### src/logic/synth_cal_pkg.sv
// Constants for the synthesizer calibration register bank
package synth_cal_pkg;

	// ----------------------------------------------------------------
	// Register indices as printed; byte address is four times the index
	// ----------------------------------------------------------------
	localparam int          AXI_ADDR_W    = 20;
	localparam logic [15:0] IDX_VCO_CUR   = 16'hDF1D;
	localparam logic [15:0] IDX_COARSE    = 16'hDF1E;
	localparam logic [15:0] IDX_CTRL      = 16'hDF1F;
	localparam logic [17:0] WORD_VCO_CUR  = {2'h0, IDX_VCO_CUR};
	localparam logic [17:0] WORD_COARSE   = {2'h0, IDX_COARSE};
	localparam logic [17:0] WORD_CTRL     = {2'h0, IDX_CTRL};

	// ----------------------------------------------------------------
	// Field positions and reset values
	// ----------------------------------------------------------------
	localparam int         CORE_H_BIT     = 5;
	localparam logic       CORE_H_RST     = 1'b0;
	localparam logic [4:0] VCO_CUR_RST    = 5'h0A;
	localparam logic [5:0] COARSE_RST     = 6'h20;
	localparam logic [6:0] CTRL_RST       = 7'h0D;

	// ----------------------------------------------------------------
	// AXI response codes
	// ----------------------------------------------------------------
	localparam logic [1:0] RESP_OKAY      = 2'h0;
	localparam logic [1:0] RESP_SLVERR    = 2'h2;

endpackage : synth_cal_pkg

### src/logic/synth_calibration_regs.sv
// Synthesizer calibration register bank behind an AXI4-Lite slave
// Function
// - One bit selects low or high oscillator core
// - Five-bit oscillator current result and override field
// - Six-bit coarse tuning capacitor array field
// - Seven-bit calibration control field, reset 0001101
// - Wake from deep sleep resets result registers
// - Written values are used like fresh results
//
// Added by the designer: the AXI4-Lite interface to the registers.
`timescale 1ns/1ns
module synth_calibration_regs
	import synth_cal_pkg::*;
(
	input  wire logic                  aclk,                 // System clock, 100 MHz
	input  wire logic                  aresetn,              // Synchronous reset, active low
	input  wire logic [AXI_ADDR_W-1:0] s_axi_awaddr,         // Write address
	input  wire logic                  s_axi_awvalid,        // Write address valid
	output logic                       s_axi_awready,        // Write address ready
	input  wire logic [31:0]           s_axi_wdata,          // Write data
	input  wire logic [3:0]            s_axi_wstrb,          // Write byte strobes
	input  wire logic                  s_axi_wvalid,         // Write data valid
	output logic                       s_axi_wready,         // Write data ready
	output logic [1:0]                 s_axi_bresp,          // Write response
	output logic                       s_axi_bvalid,         // Write response valid
	input  wire logic                  s_axi_bready,         // Write response ready
	input  wire logic [AXI_ADDR_W-1:0] s_axi_araddr,         // Read address
	input  wire logic                  s_axi_arvalid,        // Read address valid
	output logic                       s_axi_arready,        // Read address ready
	output logic [31:0]                s_axi_rdata,          // Read data
	output logic [1:0]                 s_axi_rresp,          // Read response
	output logic                       s_axi_rvalid,         // Read data valid
	input  wire logic                  s_axi_rready,         // Read data ready
	input  wire logic                  cal_capture,          // Calibration done pulse
	input  wire logic [4:0]            cal_vco_current_in,   // Current result from calibrator
	input  wire logic [5:0]            cal_coarse_cap_in,    // Capacitor result from calibrator
	input  wire logic                  wake_deep_sleep_a,    // Pulse: active after mode A
	input  wire logic                  wake_deep_sleep_b,    // Pulse: active after mode B
	output logic                       osc_core_high_select, // Oscillator core choice
	output logic [4:0]                 vco_current_cal,      // Current setting in use
	output logic [5:0]                 coarse_cap_cal,       // Capacitor setting in use
	output logic [6:0]                 cal_control           // Calibration control value
);

	// ----------------------------------------------------------------
	// Bus state
	// ----------------------------------------------------------------
	logic                  aw_held_reg, aw_held_next;
	logic [17:0]           aw_word_reg, aw_word_next;
	logic                  w_held_reg,  w_held_next;
	logic [6:0]            w_data_reg,  w_data_next;  // Bit 7 has no field behind it
	logic                  w_lane0_reg, w_lane0_next;
	logic                  bvalid_reg,  bvalid_next;
	logic [1:0]            bresp_reg,   bresp_next;
	logic                  rvalid_reg,  rvalid_next;
	logic [1:0]            rresp_reg,   rresp_next;
	logic [31:0]           rdata_reg,   rdata_next;

	// ----------------------------------------------------------------
	// Calibration state
	// ----------------------------------------------------------------
	logic                  core_h_reg,  core_h_next;
	logic [4:0]            vco_reg,     vco_next;
	logic [5:0]            coarse_reg,  coarse_next;
	logic [6:0]            ctrl_reg,    ctrl_next;

	logic                  do_write;
	logic                  wr_vco, wr_coarse, wr_ctrl;
	logic                  wake;
	logic [17:0]           ar_word;

	// Write fires once both halves are held; keeps the slave order-free
	assign do_write  = aw_held_reg && w_held_reg && !bvalid_reg;
	assign wr_vco    = do_write && w_lane0_reg && (aw_word_reg == WORD_VCO_CUR);
	assign wr_coarse = do_write && w_lane0_reg && (aw_word_reg == WORD_COARSE);
	assign wr_ctrl   = do_write && w_lane0_reg && (aw_word_reg == WORD_CTRL);
	assign wake      = wake_deep_sleep_a || wake_deep_sleep_b;
	assign ar_word   = s_axi_araddr[AXI_ADDR_W-1:2];

	// Handshake outputs straight from state
	assign s_axi_awready = !aw_held_reg && !bvalid_reg;
	assign s_axi_wready  = !w_held_reg && !bvalid_reg;
	assign s_axi_arready = !rvalid_reg;
	assign s_axi_bvalid  = bvalid_reg;
	assign s_axi_bresp   = bresp_reg;
	assign s_axi_rvalid  = rvalid_reg;
	assign s_axi_rresp   = rresp_reg;
	assign s_axi_rdata   = rdata_reg;

	// Settings used by the synthesizer come from the registers directly
	assign osc_core_high_select = core_h_reg;
	assign vco_current_cal      = vco_reg;
	assign coarse_cap_cal       = coarse_reg;
	assign cal_control          = ctrl_reg;

	// ----------------------------------------------------------------
	// Bus next-state logic
	// ----------------------------------------------------------------
	always_comb begin
		aw_held_next = aw_held_reg;
		aw_word_next = aw_word_reg;
		w_held_next  = w_held_reg;
		w_data_next  = w_data_reg;
		w_lane0_next = w_lane0_reg;
		bvalid_next  = bvalid_reg;
		bresp_next   = bresp_reg;
		rvalid_next  = rvalid_reg;
		rresp_next   = rresp_reg;
		rdata_next   = rdata_reg;
		if (s_axi_awvalid && s_axi_awready) begin
			aw_held_next = 1'b1;
			aw_word_next = s_axi_awaddr[AXI_ADDR_W-1:2];
		end
		if (s_axi_wvalid && s_axi_wready) begin
			w_held_next  = 1'b1;
			w_data_next  = s_axi_wdata[6:0];
			w_lane0_next = s_axi_wstrb[0];
		end
		if (do_write) begin
			aw_held_next = 1'b0;
			w_held_next  = 1'b0;
			bvalid_next  = 1'b1;
			case (aw_word_reg)
				WORD_VCO_CUR, WORD_COARSE, WORD_CTRL: begin
					bresp_next = RESP_OKAY;
				end
				default: begin
					bresp_next = RESP_SLVERR;
				end
			endcase
		end else if (bvalid_reg && s_axi_bready) begin
			bvalid_next = 1'b0;
		end
		// Unused upper bits are packed as zero here
		if (s_axi_arvalid && s_axi_arready) begin
			rvalid_next = 1'b1;
			rresp_next  = RESP_OKAY;
			case (ar_word)
				WORD_VCO_CUR: begin
					rdata_next = {26'h0, core_h_reg, vco_reg};
				end
				WORD_COARSE: begin
					rdata_next = {26'h0, coarse_reg};
				end
				WORD_CTRL: begin
					rdata_next = {25'h0, ctrl_reg};
				end
				default: begin
					rdata_next = 32'h0;
					rresp_next = RESP_SLVERR;
				end
			endcase
		end else if (rvalid_reg && s_axi_rready) begin
			rvalid_next = 1'b0;
		end
	end

	// Bus registers
	always_ff @(posedge aclk) begin
		if (!aresetn) begin
			aw_held_reg <= 1'b0;
			aw_word_reg <= 18'h0;
			w_held_reg  <= 1'b0;
			w_data_reg  <= 7'h00;
			w_lane0_reg <= 1'b0;
			bvalid_reg  <= 1'b0;
			bresp_reg   <= RESP_OKAY;
			rvalid_reg  <= 1'b0;
			rresp_reg   <= RESP_OKAY;
			rdata_reg   <= 32'h0;
		end else begin
			aw_held_reg <= aw_held_next;
			aw_word_reg <= aw_word_next;
			w_held_reg  <= w_held_next;
			w_data_reg  <= w_data_next;
			w_lane0_reg <= w_lane0_next;
			bvalid_reg  <= bvalid_next;
			bresp_reg   <= bresp_next;
			rvalid_reg  <= rvalid_next;
			rresp_reg   <= rresp_next;
			rdata_reg   <= rdata_next;
		end
	end

	// ----------------------------------------------------------------
	// Calibration register next-state logic
	// ----------------------------------------------------------------
	// Priority: wake, then calibrator capture, then software. A fresh
	// result must not be lost to a write landing in the same cycle.
	always_comb begin
		core_h_next = core_h_reg;
		vco_next    = vco_reg;
		coarse_next = coarse_reg;
		ctrl_next   = ctrl_reg;
		if (wr_vco) begin
			core_h_next = w_data_reg[CORE_H_BIT];
			vco_next    = w_data_reg[4:0];
		end
		if (wr_coarse) begin
			coarse_next = w_data_reg[5:0];
		end
		if (wr_ctrl) begin
			ctrl_next = w_data_reg[6:0];
		end
		if (cal_capture) begin
			vco_next    = cal_vco_current_in;
			coarse_next = cal_coarse_cap_in;
		end
		if (wake) begin
			core_h_next = CORE_H_RST;
			vco_next    = VCO_CUR_RST;
			coarse_next = COARSE_RST;
		end
	end

	// Calibration registers
	always_ff @(posedge aclk) begin
		if (!aresetn) begin
			core_h_reg <= CORE_H_RST;
			vco_reg    <= VCO_CUR_RST;
			coarse_reg <= COARSE_RST;
			ctrl_reg   <= CTRL_RST;
		end else begin
			core_h_reg <= core_h_next;
			vco_reg    <= vco_next;
			coarse_reg <= coarse_next;
			ctrl_reg   <= ctrl_next;
		end
	end
endmodule : synth_calibration_regs

### config.mk
export PLATFORM = sky130hd
export DESIGN_NAME = synth_calibration_regs
export DESIGN_NICKNAME = d
export VERILOG_FILES = /design/src/logic/synth_cal_pkg.sv /design/src/logic/synth_calibration_regs.sv
export SDC_FILE = /design/constraint.sdc
export NUM_CORES = 1
export LEC_CHECK = 0
export BUFFER_PORTS_ARGS = -buffer_cell sky130_fd_sc_hd__buf_2
export CORE_MARGIN = 2
export CORE_UTILIZATION = 30
export CTS_BUF_LIST = sky130_fd_sc_hd__clkbuf_4 sky130_fd_sc_hd__clkbuf_8
export CTS_CLUSTER_DIAMETER = 50
export DETAILED_ROUTE_END_ITERATION = 6
export GPL_TIMING_DRIVEN = 0
export PLACE_DENSITY = 0.58
export REMOVE_ABC_BUFFERS = 1
export SLEW_MARGIN = 10
export SYNTH_ARGS = -nofsm -noshare
export SYNTH_HDL_FRONTEND = slang
export SYNTH_SLANG_ARGS = --single-unit
export TNS_END_PERCENT = 30
### constraint.sdc
create_clock -name aclk -period 4.62 [get_ports aclk]
set_input_delay 0.231 -clock aclk [delete_from_list [all_inputs] [get_ports aclk]]
set_output_delay 0.231 -clock aclk [all_outputs]
set_load 0.01 [all_outputs]
==> qor.yml <==
status:
  outcome: "finished, final reports clean"
setup_path:
  reg2regPathDepth: 4
  cp_slowest_cell: "nor3_2"
  worst_ep_required_time_ns: 4.86
  crit_path_start_kind: "flip-flop"
  timing.rr.start: "aw_word_reg[6]"
  r2r_end: "coarse_cap_cal[3]"
  critPathMaxFanout: 15
  crit_family: "simple AND/OR/NAND/NOR gates"
  reg2reg_slack_ns: 2.44
  cp.buffers_inverters: 0
  cp.arrival_ns: 2.42
  end_kind: "flip-flop"
  critical_path_class: "flip-flop to flip-flop"
  slowest_delay_ns: 0.67
  crit_chain: "or4b_4, nor3_2, a31oi_1, a221oi_1"
routing:
  drc: 0
  drtAntennaViolNets: 0
  dr.pass1.iters: 4
  drtIter0Drc: 123
  wl_per_cell_um: 13.2
  vias: 2670
  viasPerCell: 4.68
  wl_um: 7520
logic_synthesis:
  synth_xor_area_frac: 0
  yosysTopAreaCellShare: 0.394
  ys_ff_latch: 58
  ys_warn_count: 0
  netlist_top_cells_area: "dfxtp_1 (39%), a21boi_0 (7.4%), nand2_1 (7.3%)"
  synthMuxAreaShare: 0.0229
  synth_compound_area_frac: 0.235
  syn_inst: 346
  ys_seq_area_frac: 0.394
  synthDistinctLibCells: 41
  ys.flop_type: "dfxtp_1"
  synth-adder-area-share: 0
  synth_top_family_by_area: "compound AO/OA/AOI/OAI gates"
  syn_area_sq_mm: 0.00294
  async_flop_share: 0
  synth.avg_cell_area_sq_um: 8.51
  yosysTopAreaCell: "dfxtp_1"
  synth-edff-count: 0
  synth-simple-area-share: 0.229
sta:
  finalSetupViolCount: 0
  final-hold-violation-count: 0
  fin_setup_tns_ns: 0
  finalMaxSlewViolations: 0
  timing.final.crit_period_ns: 2.18
  rsz0062_at_grt: "false"
  holdWs_ns: 0.146
  relSlewSlack: 0.371
  fmax_mhz: 458
  fin_ws_ns: 2.44
  skew_ns: 0.00928
  worst_pin_slew_ns: 0.941
  fin_crit_sh: 0.473
die:
  num_rows: 36
  start_util: 0.305
  fp.dieW_um: 103
  fp.dieH_um: 103
  ioPinCount: 157
  fp.dieArea_sq_mm: 0.0106
  design.core.area_sq_mm: 0.00964
placed_design:
  placedCellCount: 554
  place_ws_ns: 2.41
  routabilityCongestion: 0.812
  hpwl_um: 5750
  port_buffers: 97
worst_hold_path:
  whs_endpoint: "w_data_reg[4]"
  hp-class: "input pin to flip-flop"
  min_delay_path_depth: 3
  hp-start: "s_axi_wdata[4]"
global_route:
  grt-ovfl-total: 0
  grtUsageTotal: 0.148
  grt_max_degree: 49
  antenna_found_initial: 0
  grt_pass1_vias: 2535
  grt_pass1_wl_um: 12000
layout:
  area.growth.synth_to_final_pct: 23.2
  final_cells: 570
  fin_nets: 529
  fillers: 1030
  largest_reg_flops: 18
  final_layout_size_suffix_gt1_frac: 0.300
  n_antenna_cell: 0
clock_tree:
  ctsResizeCount: 0
  cts_root_buf: "clkbuf_8"
  cts_sinks: 58
  ctsHtreeMaxLevel: 3
  path_clk_slew_ns: 0.07
  cts_max_path_buffers: 2
  post-cts-setup-buffers: 0
  cts_buffers: 9
  cts_tree: "done"
  clkLatencyLatePin_ns: 0.33
  postCtsHoldBufs: 0
pwr:
  p_total_w: 0.00120
  p_per_area_mw_per_mm2: 332
  ir_drop_v: 0.000168
  p_leak_nw: 1.54
flow_run:
  drv_cap: 0
==> where the power goes <==
group	internal, W	switching (W)	total [W]
Combinational	0.0000543	0.0000729	0.000127
Sequential	0.000522	0.0000173	0.000539
Clock	0.000339	0.000197	0.000536
==> cell type report <==
| class | instances | area, sq um | share of cell area |
|---|---|---|---|
| multi-input combinational | 254 | 1540 | 0.423 |
| sequential | 58 | 1160 | 0.320 |
| timing repair buffer | 97 | 485 | 0.134 |
| tap | 133 | 166 | 0.0459 |
| clock buffer | 12 | 159 | 0.0438 |
| clock inverter | 4 | 73.8 | 0.0204 |
| inverter | 12 | 45.0 | 0.0124 |
==> per-stage QoR <==
stage	area, sq um	util
after floorplan	2740	-
after global placement	3390	0.352
after detailed placement	3390	0.352
after CTS	3630	0.376
after global routing	3630	0.376
final	3630	0.376
==> per-layer routing <==
layer	routed length, um	GRT usage
met1	3460	0.189
met3	614	0.0468
met4	82	0.0466
met5	0	0
met2	3360	0.239
==> cell families (layout without fill, tap and decap cells) <==
group	Yosys count	after routing
AOI/OAI and AO/OA	97	97
other	1	27
buffers and inverters	60	125
muxes	6	6
DFF	58	58
and+or+nand+nor	124	124
==> how the worst max path moves through the flow <==
stage | start | to | slack [ns] | cells past startpoint
final | aw_word_reg[6] | coarse_cap_cal[3] | 2.44 | 4
after global routing | aw_word_reg[6] | coarse_cap_cal[1] | 2.17 | 4
after CTS | aw_word_reg[6] | coarse_cap_cal[0] | 2.44 | 4
after detailed placement | aresetn | coarse_cap_cal[5] | 2.41 | 5
after global placement | aresetn | coarse_cap_cal[5] | 2.43 | 5
after floorplan | aw_word_reg[6] | vco_current_cal[0] | 2.81 | 4
==> placed cells by master (no fill, tap or decap), drive strengths merged, types with 8 or more instances in the layout <==
| master | count |
|---|---|
| a21boi | 33 |
| a221oi | 8 |
| a31oi | 14 |
| buf | 97 |
| clkbuf | 12 |
| conb | 27 |
| dfxtp | 58 |
| inv | 12 |
| nand2 | 57 |
| nor2 | 10 |
| nor2b | 9 |
| o21ai | 22 |
==> cells in the mapped netlist, types with 4 or more instances <==
cell / number
nor3_2: 4
nor2b_1: 9
dfxtp_1: 58
o21ai_1: 18
nor2_1: 10
a21oi_1: 5
a21boi_0: 29
a32oi_1: 7
mux2_2: 6
buf_4: 28
o21ai_0: 4
clkbuf_1: 17
nand2_1: 57
a221oi_1: 5
a31oi_1: 14
and3_1: 7
a21boi_1: 4
nand3_1: 6
a22o_1: 6
nor3b_1: 7
inv_1: 12
==> tightest hold or removal path, cell delays in order <==
cell and delay [ns]:
buf_2 0.09, nand2_1 0.04, a21boi_0 0.06
(Power assumes the default switching activity.)
